==> config.mk <==
export PLATFORM = sky130hd
export DESIGN_NAME = axis_cmd
export DESIGN_NICKNAME = d
export VERILOG_FILES = /design/src/common/axis_cmd_pkg.sv /design/src/hw/axis_cmd.sv
export SDC_FILE = /design/constraint.sdc
export NUM_CORES = 1
export LEC_CHECK = 0
export ABC_AREA = 1
export BUFFER_PORTS_ARGS = -buffer_cell sky130_fd_sc_hd__buf_2
export CORE_AREA = 8 8 159 161
export CTS_CLUSTER_DIAMETER = 200
export CTS_CLUSTER_SIZE = 8
export DETAILED_ROUTE_END_ITERATION = 12
export DIE_AREA = 0 0 167 169
export GPL_ROUTABILITY_DRIVEN = 0
export PLACE_DENSITY_LB_ADDON = 0.1
export SKIP_LAST_GASP = 1
export SYNTH_ARGS = -nofsm -noshare
export SYNTH_HDL_FRONTEND = slang
export SYNTH_SLANG_ARGS = --single-unit
==> constraint.sdc <==
create_clock -name mclk_i -period 2.53 [get_ports mclk_i]
set_input_delay 0.253 -clock mclk_i [delete_from_list [all_inputs] [get_ports mclk_i]]
set_output_delay 0.253 -clock mclk_i [all_outputs]
set_load 0.03 [all_outputs]
==> src/common/axis_cmd_pkg.sv <==
// constants for the two-axis step/aux-code/position command block
package axis_cmd_pkg;
  // register byte offsets
  localparam logic [7:0] CTRL_OFS = 8'h00;
  localparam logic [7:0] AXIS_OFS = 8'h04;
  localparam logic [7:0] SLOT_OFS = 8'h08;
  localparam logic [7:0] VALUE_OFS = 8'h0C;
  localparam logic [7:0] STATUS_OFS = 8'h10;
  localparam logic [7:0] ERR_CLR_OFS = 8'h14;
  localparam logic [7:0] STEP_X_OFS = 8'h18;
  localparam logic [7:0] STEP_Y_OFS = 8'h1C;
  localparam logic [7:0] POS_X_OFS = 8'h20;
  localparam logic [7:0] POS_Y_OFS = 8'h24;
  localparam logic [7:0] AUX_NUM_X_OFS = 8'h28;
  localparam logic [7:0] AUX_NUM_Y_OFS = 8'h2C;
  localparam logic [7:0] ERR_X_OFS = 8'h30;
  localparam logic [7:0] ERR_Y_OFS = 8'h34;
  // control register fields
  localparam int CTRL_STEP_BIT = 0;
  localparam int CTRL_CANCEL_BIT = 1;
  localparam int CTRL_PRESET_BIT = 2;
  localparam int CTRL_ADV_BIT = 8;
  // status register fields
  localparam int ST_IERR_BIT = 0;
  localparam int ST_BUSY_LSB = 1;
  localparam int ST_ORIGIN_LSB = 3;
  localparam int ST_AUX_LSB = 5;
  // command indices
  localparam int CMD_STEP = 0;
  localparam int CMD_CANCEL = 1;
  localparam int CMD_PRESET = 2;
  // operand limits and error codes (decimal 441, 442, 451)
  localparam logic [15:0] AXIS_X = 16'h0000;
  localparam logic [15:0] AXIS_Y = 16'h0001;
  localparam logic [15:0] STEP_MIN = 16'h0001;
  localparam logic [15:0] STEP_MAX_STD = 16'h001E;
  localparam logic [15:0] STEP_MAX_ADV = 16'h0050;
  localparam logic [15:0] ERR_STEP_BUSY = 16'h01B9;
  localparam logic [15:0] ERR_STEP_RANGE = 16'h01BA;
  localparam logic [15:0] ERR_PRESET_BUSY = 16'h01C3;
  localparam logic [15:0] ERR_NONE = 16'h0000;
  // reset values
  localparam logic [15:0] STEP_RST = 16'h0001;
  localparam logic [31:0] POS_RST = 32'h0000_0000;
  localparam logic [31:0] HRDATA_RST = 32'h0000_0000;
  // ahb encodings
  localparam logic [1:0] HTRANS_NONSEQ = 2'h2;
  localparam logic HRESP_OKAY = 1'h0;
endpackage

==> src/hw/axis_cmd.sv <==
// step change, aux code cancel and position preset for two axes
//
// Summary of operation
// - each command fires once per rising edge
// - axis 0 or 1, else flag error, suppress
// - step change forces selected axis step number
// - step 1..30 standard, 1..80 advanced mode
// - busy axis on step change: error 441
// - step out of range: error 442
// - cancel clears aux present flag and number
// - preset loads signed 32-bit current position
// - preset accepts full signed 32-bit range
// - preset on unfixed origin marks origin fixed
// - busy axis on preset: error 451
`timescale 1ns/1ps
module axis_cmd #(
  parameter int AUX_W = 16
) (
  input wire logic mclk_i,
  input wire logic reset_n_i,
  input wire logic hsel_i,
  input wire logic [31:0] haddr_i,
  input wire logic [1:0] htrans_i,
  input wire logic hwrite_i,
  input wire logic [2:0] hsize_i,
  input wire logic [31:0] hwdata_i,
  input wire logic hready_i,
  output logic [31:0] hrdata_o,
  output logic hreadyout_o,
  output logic hresp_o,
  input wire logic [1:0] axis_busy_i,
  input wire logic [1:0] aux_load_i,
  input wire logic [AUX_W-1:0] aux_code_i,
  input wire logic [1:0] origin_lost_i,
  output logic [1:0] aux_code_present_o,
  output logic [1:0] origin_fixed_o
);

  typedef struct packed {
    logic [2:0] cmd;
    logic adv;
    logic [2:0] cmd_prev;
    logic [15:0] axis_select;
    logic [15:0] slot_operand;
    logic [31:0] value_operand;
    logic instr_error_flag;
    logic [1:0][15:0] step;
    logic [1:0][31:0] pos;
    logic [1:0] aux_on;
    logic [1:0][AUX_W-1:0] aux_num;
    logic [1:0] origin;
    logic [1:0][15:0] err;
    logic wr_pend;
    logic rd_pend;
    logic [7:0] addr;
    logic [31:0] hrdata;
    logic hready;
    logic hresp;
  } state_t;

  state_t s_q;
  state_t s_d;
  logic [2:0] rise;
  logic axis_ok;
  logic sel;
  logic [15:0] step_max;
  logic addr_phase;
  // per axis: an error code was raised this cycle, so a clear must yield
  logic [1:0] err_set;

  assign addr_phase = hsel_i && hready_i &&
                      htrans_i == axis_cmd_pkg::HTRANS_NONSEQ;
  assign rise = s_q.cmd & ~s_q.cmd_prev;
  assign axis_ok = s_q.axis_select == axis_cmd_pkg::AXIS_X ||
                   s_q.axis_select == axis_cmd_pkg::AXIS_Y;
  assign sel = s_q.axis_select[0];
  assign step_max = s_q.adv ? axis_cmd_pkg::STEP_MAX_ADV
                            : axis_cmd_pkg::STEP_MAX_STD;

  function automatic logic [31:0] rd_mux(input state_t s,
                                         input logic [1:0] busy);
    logic [31:0] r;
    r = '0;
    case (s.addr)
      axis_cmd_pkg::CTRL_OFS: begin
        r[axis_cmd_pkg::CTRL_STEP_BIT] = s.cmd[axis_cmd_pkg::CMD_STEP];
        r[axis_cmd_pkg::CTRL_CANCEL_BIT] = s.cmd[axis_cmd_pkg::CMD_CANCEL];
        r[axis_cmd_pkg::CTRL_PRESET_BIT] = s.cmd[axis_cmd_pkg::CMD_PRESET];
        r[axis_cmd_pkg::CTRL_ADV_BIT] = s.adv;
      end
      axis_cmd_pkg::AXIS_OFS: r[15:0] = s.axis_select;
      axis_cmd_pkg::SLOT_OFS: r[15:0] = s.slot_operand;
      axis_cmd_pkg::VALUE_OFS: r = s.value_operand;
      axis_cmd_pkg::STATUS_OFS: begin
        r[axis_cmd_pkg::ST_IERR_BIT] = s.instr_error_flag;
        r[axis_cmd_pkg::ST_BUSY_LSB +: 2] = busy;
        r[axis_cmd_pkg::ST_ORIGIN_LSB +: 2] = s.origin;
        r[axis_cmd_pkg::ST_AUX_LSB +: 2] = s.aux_on;
      end
      axis_cmd_pkg::STEP_X_OFS: r[15:0] = s.step[0];
      axis_cmd_pkg::STEP_Y_OFS: r[15:0] = s.step[1];
      axis_cmd_pkg::POS_X_OFS: r = s.pos[0];
      axis_cmd_pkg::POS_Y_OFS: r = s.pos[1];
      axis_cmd_pkg::AUX_NUM_X_OFS: r[AUX_W-1:0] = s.aux_num[0];
      axis_cmd_pkg::AUX_NUM_Y_OFS: r[AUX_W-1:0] = s.aux_num[1];
      axis_cmd_pkg::ERR_X_OFS: r[15:0] = s.err[0];
      axis_cmd_pkg::ERR_Y_OFS: r[15:0] = s.err[1];
      default: r = '0;
    endcase
    return r;
  endfunction

  always_comb begin
    s_d = s_q;
    err_set = 2'h0;
    s_d.cmd_prev = s_q.cmd;
    // motion side events; cancel below cannot hide a load in the same cycle
    for (int a = 0; a < 2; a++) begin
      if (origin_lost_i[a]) begin
        s_d.origin[a] = 1'b0;
      end
    end
    // command execution on the edge seen this cycle
    if (|rise) begin
      if (!axis_ok) begin
        s_d.instr_error_flag = 1'b1;
      end else begin
        if (rise[axis_cmd_pkg::CMD_STEP]) begin
          if (axis_busy_i[sel]) begin
            s_d.err[sel] = axis_cmd_pkg::ERR_STEP_BUSY;
            err_set[sel] = 1'b1;
          end else if (s_q.value_operand[15:0] < axis_cmd_pkg::STEP_MIN ||
                       s_q.value_operand[15:0] > step_max) begin
            s_d.err[sel] = axis_cmd_pkg::ERR_STEP_RANGE;
            err_set[sel] = 1'b1;
          end else begin
            s_d.step[sel] = s_q.value_operand[15:0];
          end
        end
        if (rise[axis_cmd_pkg::CMD_CANCEL]) begin
          s_d.aux_on[sel] = 1'b0;
          s_d.aux_num[sel] = '0;
        end
        if (rise[axis_cmd_pkg::CMD_PRESET]) begin
          if (axis_busy_i[sel]) begin
            s_d.err[sel] = axis_cmd_pkg::ERR_PRESET_BUSY;
            err_set[sel] = 1'b1;
          end else begin
            s_d.pos[sel] = s_q.value_operand;
            s_d.origin[sel] = 1'b1;
          end
        end
      end
    end
    for (int a = 0; a < 2; a++) begin
      if (aux_load_i[a]) begin
        s_d.aux_on[a] = 1'b1;
        s_d.aux_num[a] = aux_code_i;
      end
    end
    // ahb data phase of a write
    if (s_q.wr_pend) begin
      s_d.wr_pend = 1'b0;
      case (s_q.addr)
        axis_cmd_pkg::CTRL_OFS: begin
          s_d.cmd[axis_cmd_pkg::CMD_STEP] =
            hwdata_i[axis_cmd_pkg::CTRL_STEP_BIT];
          s_d.cmd[axis_cmd_pkg::CMD_CANCEL] =
            hwdata_i[axis_cmd_pkg::CTRL_CANCEL_BIT];
          s_d.cmd[axis_cmd_pkg::CMD_PRESET] =
            hwdata_i[axis_cmd_pkg::CTRL_PRESET_BIT];
          s_d.adv = hwdata_i[axis_cmd_pkg::CTRL_ADV_BIT];
        end
        axis_cmd_pkg::AXIS_OFS: s_d.axis_select = hwdata_i[15:0];
        // slot is kept for readback only: the issuer always writes zero
        axis_cmd_pkg::SLOT_OFS: s_d.slot_operand = hwdata_i[15:0];
        axis_cmd_pkg::VALUE_OFS: s_d.value_operand = hwdata_i;
        axis_cmd_pkg::STATUS_OFS: begin
          // set wins: a new error in this cycle keeps the flag up
          if (hwdata_i[axis_cmd_pkg::ST_IERR_BIT] &&
              !(|rise && !axis_ok)) begin
            s_d.instr_error_flag = 1'b0;
          end
        end
        axis_cmd_pkg::ERR_CLR_OFS: begin
          for (int a = 0; a < 2; a++) begin
            // comparing codes would let a repeat of the same error be lost
            if (hwdata_i[a] && !err_set[a]) begin
              s_d.err[a] = axis_cmd_pkg::ERR_NONE;
            end
          end
        end
        default: s_d.wr_pend = 1'b0;
      endcase
    end
    // reads take one wait state so that a write just before is seen
    if (s_q.rd_pend) begin
      s_d.rd_pend = 1'b0;
      s_d.hrdata = rd_mux(s_q, axis_busy_i);
      s_d.hready = 1'b1;
    end else if (addr_phase) begin
      s_d.addr = haddr_i[7:0];
      if (haddr_i[31:8] != 24'h00_0000 || haddr_i[1:0] != 2'h0) begin
        s_d.addr = 8'hFF;
      end
      s_d.wr_pend = hwrite_i;
      s_d.rd_pend = !hwrite_i;
      s_d.hready = hwrite_i;
    end
  end

  always_ff @(posedge mclk_i or negedge reset_n_i) begin
    if (!reset_n_i) begin
      s_q <= '0;
      s_q.step <= {axis_cmd_pkg::STEP_RST, axis_cmd_pkg::STEP_RST};
      s_q.pos <= {axis_cmd_pkg::POS_RST, axis_cmd_pkg::POS_RST};
      s_q.hrdata <= axis_cmd_pkg::HRDATA_RST;
      s_q.hready <= 1'b1;
      s_q.hresp <= axis_cmd_pkg::HRESP_OKAY;
    end else begin
      s_q <= s_d;
    end
  end

  assign hrdata_o = s_q.hrdata;
  assign hreadyout_o = s_q.hready;
  // errors live in the status word and the per-axis error registers, never on the bus: response stays OKAY
  assign hresp_o = s_q.hresp;
  assign aux_code_present_o = s_q.aux_on;
  assign origin_fixed_o = s_q.origin;

  // checks
  logic bad_fire;
  assign bad_fire = |rise && !axis_ok;

  a_edge_only: assert property (@(posedge mclk_i) disable iff (!reset_n_i)
    s_q.cmd_prev[0] && s_q.cmd[0] |=> $stable(s_q.step))
    else $error("step command fired on a held level");

  a_axis_err_flag: assert property (@(posedge mclk_i) disable iff (!reset_n_i)
    bad_fire |=> s_q.instr_error_flag)
    else $error("bad axis did not raise the error flag");

  a_axis_suppress: assert property (@(posedge mclk_i) disable iff (!reset_n_i)
    bad_fire |=> $stable(s_q.step) && $stable(s_q.pos))
    else $error("bad axis command still acted");

  a_step_load: assert property (@(posedge mclk_i) disable iff (!reset_n_i)
    rise[0] && axis_ok && !axis_busy_i[sel] &&
    s_q.value_operand[15:0] >= 16'h0001 &&
    s_q.value_operand[15:0] <= step_max
    |=> s_q.step[$past(sel)] == $past(s_q.value_operand[15:0]))
    else $error("valid step change not applied");

  a_step_range: assert property (@(posedge mclk_i) disable iff (!reset_n_i)
    rise[0] && axis_ok && !axis_busy_i[sel] && !s_q.adv &&
    s_q.value_operand[15:0] == 16'h001F
    |=> s_q.err[$past(sel)] == 16'h01BA)
    else $error("step 31 in standard mode not refused");

  a_step_busy: assert property (@(posedge mclk_i) disable iff (!reset_n_i)
    rise[0] && !rise[2] && axis_ok && axis_busy_i[sel]
    |=> s_q.err[$past(sel)] == 16'h01B9 && $stable(s_q.step))
    else $error("busy step change not refused with 441");

  a_cancel_clear: assert property (@(posedge mclk_i) disable iff (!reset_n_i)
    rise[1] && axis_ok && !aux_load_i[sel]
    |=> !s_q.aux_on[$past(sel)] && s_q.aux_num[$past(sel)] == '0)
    else $error("aux code not cancelled");

  a_preset_load: assert property (@(posedge mclk_i) disable iff (!reset_n_i)
    rise[2] && axis_ok && !axis_busy_i[sel] && !origin_lost_i[sel]
    |=> s_q.pos[$past(sel)] == $past(s_q.value_operand) &&
        s_q.origin[$past(sel)])
    else $error("preset did not load position and fix origin");

  a_preset_busy: assert property (@(posedge mclk_i) disable iff (!reset_n_i)
    rise[2] && axis_ok && axis_busy_i[sel]
    |=> s_q.err[$past(sel)] == 16'h01C3 && $stable(s_q.pos))
    else $error("busy preset not refused with 451");

  a_err_hold: assert property (@(posedge mclk_i) disable iff (!reset_n_i)
    !(|rise) && !s_q.wr_pend |=> $stable(s_q.err))
    else $error("error code changed without cause");

  a_read_wait: assert property (@(posedge mclk_i) disable iff (!reset_n_i)
    addr_phase && !hwrite_i |=> !hreadyout_o ##1 hreadyout_o)
    else $error("read answer timing wrong");

  c_step_ok: cover property (@(posedge mclk_i) disable iff (!reset_n_i)
    rise[0] && axis_ok && !axis_busy_i[sel]);
  c_preset_y: cover property (@(posedge mclk_i) disable iff (!reset_n_i)
    rise[2] && s_q.axis_select == 16'h0001);
  c_cancel: cover property (@(posedge mclk_i) disable iff (!reset_n_i)
    rise[1] && axis_ok && s_q.aux_on[sel]);
  c_bad_axis: cover property (@(posedge mclk_i) disable iff (!reset_n_i)
    bad_fire);
  c_held_level: cover property (@(posedge mclk_i) disable iff (!reset_n_i)
    s_q.cmd[0] && s_q.cmd_prev[0]);

  // a fresh error code must outlive a clear landing in the same cycle
  a_err_set_x: assert property (@(posedge mclk_i) disable iff (!reset_n_i)
    err_set[0] |=> s_q.err[0] != 16'h0000)
    else $error("x error code lost to a clear");

  a_err_set_y: assert property (@(posedge mclk_i) disable iff (!reset_n_i)
    err_set[1] |=> s_q.err[1] != 16'h0000)
    else $error("y error code lost to a clear");

  a_write_ready: assert property (@(posedge mclk_i) disable iff (!reset_n_i)
    addr_phase && hwrite_i |=> hreadyout_o)
    else $error("write answer timing wrong");

  a_cancel_keep: assert property (@(posedge mclk_i) disable iff (!reset_n_i)
    bad_fire && !(|aux_load_i)
    |=> $stable(s_q.aux_on) && $stable(s_q.aux_num))
    else $error("bad axis cancel still cleared a code");

  a_err_no_bad: assert property (@(posedge mclk_i) disable iff (!reset_n_i)
    bad_fire && !s_q.wr_pend |=> $stable(s_q.err))
    else $error("bad axis command reported an axis error");

  a_step_std_top: assert property (@(posedge mclk_i) disable iff (!reset_n_i)
    rise[0] && axis_ok && !axis_busy_i[sel] && !s_q.adv &&
    s_q.value_operand[15:0] == 16'h001E
    |=> s_q.step[$past(sel)] == 16'h001E)
    else $error("step 30 in standard mode refused");

  a_step_adv_top: assert property (@(posedge mclk_i) disable iff (!reset_n_i)
    rise[0] && axis_ok && !axis_busy_i[sel] && s_q.adv &&
    s_q.value_operand[15:0] == 16'h0050
    |=> s_q.step[$past(sel)] == 16'h0050)
    else $error("step 80 in advanced mode refused");

  a_held_preset: assert property (@(posedge mclk_i) disable iff (!reset_n_i)
    s_q.cmd[2] && s_q.cmd_prev[2] |=> $stable(s_q.pos))
    else $error("preset fired on a held level");

  a_origin_held: assert property (@(posedge mclk_i) disable iff (!reset_n_i)
    !rise[2] && !(|origin_lost_i) |=> $stable(s_q.origin))
    else $error("origin status changed without cause");

  a_busy_origin: assert property (@(posedge mclk_i) disable iff (!reset_n_i)
    rise[2] && axis_ok && axis_busy_i[sel] && !(|origin_lost_i)
    |=> $stable(s_q.origin))
    else $error("busy preset changed origin status");

endmodule

==> results list <==
- The flow ran to the end, and the final reports show no timing, DRC or antenna violations.
* Row Count: 56
- Total routing resource utilization after global routing: 24.1%
- Counting along the longest clock path gives a buffer depth of 3.
- Flop-to-flop setup slack: 0.36 ns
- Counting the fill cells in the layout gives 1,985.
- After synthesis, the share of flip-flops with an asynchronous set or reset is 100%.
* Worst Hold Endpoint: s_q[86]$_DFFE_PN0P_
- Main synth FF type: sky130_fd_sc_hd__dfrtp_1
- Post-synthesis cell type with the largest combined area: sky130_fd_sc_hd__dfrtp_1
- In the routed design, unresolved DRC markers number 0.
- Counting every instance in the synthesized netlist gives 1,503.
- Average instance area after synthesis: 8.75 um^2
- Total overflow reported by the global router: 0
* Number of global-route vias before repair: 10,346
- The worst register-to-register path begins at s_q[276]$_DFFE_PN0P_.
- Buffer type at the clock tree root: sky130_fd_sc_hd__clkbuf_16
* Die Wd: 167 um
- Setup violations remaining at the end of the flow were counted as 0.
* Final cycle utilization of the critical path: 85.6%
* Leakage power total: 0.00802 uW
* Hold Crit Start: aux_code_i[8]
* Syn-to-layout area delta: 15.1%
- Area enclosed by the die boundary: 28,200 um^2
- In this run the worst hold path is classified as primary input to register.
* Number of routed nets with antenna violations: 0
- VDD sags by at most 0.000424 V.
* Setup TNS Final: 0 ns
* Clock latency at the later pin of the worst-skew pair: 0.52 ns
- Data required time at the worst endpoint: 2.92 ns
- The library cell used most frequently in the layout, excluding fill and tap cells, is sky130_fd_sc_hd__nand2_1.
* Achievable Freq: 0.462 GHz
- In this run the tool buffered the top-level ports with 129 buffer cells.
* Relative slew slack: 48.9%
- Capture point of the worst reg-to-reg path: s_q[61]$_DFF_PN0_
- Synth top area cells: sky130_fd_sc_hd__dfrtp_1 (52%), sky130_fd_sc_hd__nand2_1 (11%), sky130_fd_sc_hd__inv_1 (4.5%), sky130_fd_sc_hd__o21ai_0 (3.5%), sky130_fd_sc_hd__o21ai_2 (3.2%)
- Via count normalized by instance count: 5.44
- Ports placed on the boundary: 134
- For this run, global-route usage on met1 was measured as 35.4%.
- Power density over the cells: 665 nW/um^2
- Average wire length per cell after detail routing: 17.4 um
* Portion of synthesized cell area occupied by the leading cell type: 52.5%
* Area of the multi-input gates: 4780 um^2
- Global routing used 35.8% of the available met2 tracks.
- Of all nets on the critical path, the largest fanout is 8.
- In this run the cell area of the synthesized design comes to 13,200 um^2.
- Post-CTS Repair Setup Buffers: 0
- Core Footprint: 22,900 um^2
* Share of cells above drive strength 1: 20.5%
- After clock tree synthesis, the clock-pin slew on the worst setup and hold paths is 0.05 ns.
* # H-tree levels: 2
* Net total in the final layout: 1,723
- Maximum Capacitance Violations: 0
* Antenna diode count: 0
* Sequential cell area: 6990 um^2
- Final std cells w/o fill: 1,927
- After detailed routing, the total wire length is 33.6 mm.
- Leaving out fill and tap cells, the most frequent cells in the layout are sky130_fd_sc_hd__nand2_1 (371), sky130_fd_sc_hd__dfrtp_1 (276), sky130_fd_sc_hd__inv_1 (159).
- Synthesis instantiated 44 different standard cells from the library.
- The clock net in this run drives a total of 279 sinks.
* Busiest layer in global routing: met2
* Effective utilization at floorplan: 57.4%
- Global-route wire length before repair: 54.8 mm
- From bottom edge to top edge, the die measures 169 um.
- Final cell utilization of the core: 66.1%
- Signal arrival time at the worst endpoint: 2.56 ns
* Final HPWL from detailed placement: 22.7 mm
- Number of pins with negative max-slew slack in the final report: 0
- Via count: 10,485
- TritonCTS built the clock tree.
* Antenna violations before repair: 0
* Sequential area share after synthesis: 53.1%
- DRC marker count from the first detailed-route iteration: 905
- CTS buffer count: 40
- Setup crit end kind: register
- Final Critical Period: 2.17 ns
- In this run, synthesis inferred 0 flip-flops with an integrated enable.
- STA classifies the critical path startpoint as a register.
- The worst hold path was traced through 3 stages.
* CP Class: register to register
* Net count of the mapped netlist: 1,603
- R2R depth: 13
- The synthesized design contains 279 register bits.
- Entering global routing, the biggest net connects 74 pins.
* Worst-margin pin slew: 0.766 ns
- The final count of hold timing violations is 0.
* Post-placement cell count: 1,845
- Count of warnings emitted by yosys: 0
* Count of TritonRoute iterations in the first routing pass: 6
* Final Skew: 0.0158 ns
- Global-route met3 utilization: 4.19%
* Unrepaired setup endpoints after global routing: no
power by group:
group	total, uW	internal [uW]	switching (uW)
clock network	4780	2970	1810
registers	4660	4590	69.6
logic	631	211	421
cells in the mapped netlist, types with 2 or more instances:
| cell type | n |
|---|---|
| sky130_fd_sc_hd__nand3_1 | 68 |
| sky130_fd_sc_hd__nor3_1 | 6 |
| sky130_fd_sc_hd__a221oi_1 | 2 |
| sky130_fd_sc_hd__buf_4 | 44 |
| sky130_fd_sc_hd__dfrtp_1 | 276 |
| sky130_fd_sc_hd__nand2_4 | 8 |
| sky130_fd_sc_hd__o21ai_2 | 48 |
| sky130_fd_sc_hd__ha_1 | 4 |
| sky130_fd_sc_hd__a211oi_1 | 2 |
| sky130_fd_sc_hd__nor2_2 | 11 |
| sky130_fd_sc_hd__clkbuf_1 | 18 |
| sky130_fd_sc_hd__nand2_2 | 6 |
| sky130_fd_sc_hd__inv_1 | 159 |
| sky130_fd_sc_hd__inv_2 | 27 |
| sky130_fd_sc_hd__buf_2 | 26 |
| sky130_fd_sc_hd__o211ai_1 | 4 |
| sky130_fd_sc_hd__o21ai_1 | 48 |
| sky130_fd_sc_hd__a21oi_1 | 57 |
| sky130_fd_sc_hd__buf_6 | 14 |
| sky130_fd_sc_hd__nor2_4 | 10 |
| sky130_fd_sc_hd__dfstp_2 | 3 |
| sky130_fd_sc_hd__o21ai_0 | 92 |
| sky130_fd_sc_hd__nor4_1 | 6 |
| sky130_fd_sc_hd__a21oi_2 | 8 |
| sky130_fd_sc_hd__nand3_2 | 8 |
| sky130_fd_sc_hd__a22o_1 | 24 |
| sky130_fd_sc_hd__o22ai_1 | 50 |
| sky130_fd_sc_hd__nand2_1 | 373 |
| sky130_fd_sc_hd__nand4_1 | 9 |
| sky130_fd_sc_hd__nor2_1 | 78 |
routing by layer:
metal	wire length [um]	vias up	part of all wire (%)
li1	-	5080	-
met1	16000	4982	48
met2	14600	367	43
met3	2240	56	6.7
met4	754	0	2.2
met5	0	-	0
per-stage QoR:
stage / hold slack (ns) / instance area [um^2] / power [uW] / setup slack [ns]
5_1_grt: 0.0100 / 15100 / 10400 / 0.174
3_3_place_gp: 0.270 / 13800 / 5320 / 0.435
2_1_floorplan: -0.0426 / 13200 / 5050 / 0.749
4_1_cts: 0.000369 / 15100 / 10200 / 0.392
3_5_place_dp: 0.274 / 13800 / 5340 / 0.409
6_report: 0.00975 / 15100 / 10100 / 0.364
critical path, cell delays in order (launching register included):
cell	delay, ns
sky130_fd_sc_hd__dfrtp_1	0.38
sky130_fd_sc_hd__inv_1	0.09
sky130_fd_sc_hd__ha_1	0.30
sky130_fd_sc_hd__nand2_1	0.06
sky130_fd_sc_hd__nor2_2	0.13
sky130_fd_sc_hd__nand4_1	0.11
sky130_fd_sc_hd__nand2_2	0.13
sky130_fd_sc_hd__nand3_1	0.15
sky130_fd_sc_hd__nand3_1	0.11
sky130_fd_sc_hd__nand2_1	0.06
sky130_fd_sc_hd__nand2_2	0.18
sky130_fd_sc_hd__nand2_1	0.13
sky130_fd_sc_hd__inv_2	0.16
sky130_fd_sc_hd__nor2_1	0.06
what timing repair did:
action | CTS | global route
gates resized for setup | 0 | 0
hold buffers | 26 | 0
hold endpoints to repair | 90 | 0
how the worst max path moves through the flow:
| stage | from | end | slack [ns] | depth (start not counted) |
|---|---|---|---|---|
| finish | s_q[276]$_DFFE_PN0P_ | s_q[61]$_DFF_PN0_ | 0.36 | 13 |
| global route | s_q[276]$_DFFE_PN0P_ | s_q[64]$_DFF_PN0_ | 0.17 | 13 |
| CTS | s_q[276]$_DFFE_PN0P_ | s_q[61]$_DFF_PN0_ | 0.39 | 13 |
| detailed placement | s_q[276]$_DFFE_PN0P_ | s_q[61]$_DFF_PN0_ | 0.41 | 13 |
| global placement | s_q[41]$_DFFE_PN0P_ | hrdata_o[11]$_DFFE_PN0P_ | 0.43 | 9 |
| floorplan | s_q[276]$_DFFE_PN0P_ | s_q[51]$_DFF_PN0_ | 0.75 | 14 |
layout make-up:
type | count | area share (%)
tap | 290 | 2.40
multi-input combinational | 933 | 31.5
timing repair buffer | 181 | 7.91
clock inverter | 1 | 0.107
clock buffer | 55 | 7.26
inverter | 188 | 4.67
sequential | 279 | 46.1
kinds of logic after synthesis:
group	synth area share [%]
other cells	0.0285
simple gates	19.9
compound gates	16.0
fa+ha+maj	0.380
buf+inv	10.6
flops	53.1
(Power assumes the default switching activity.)
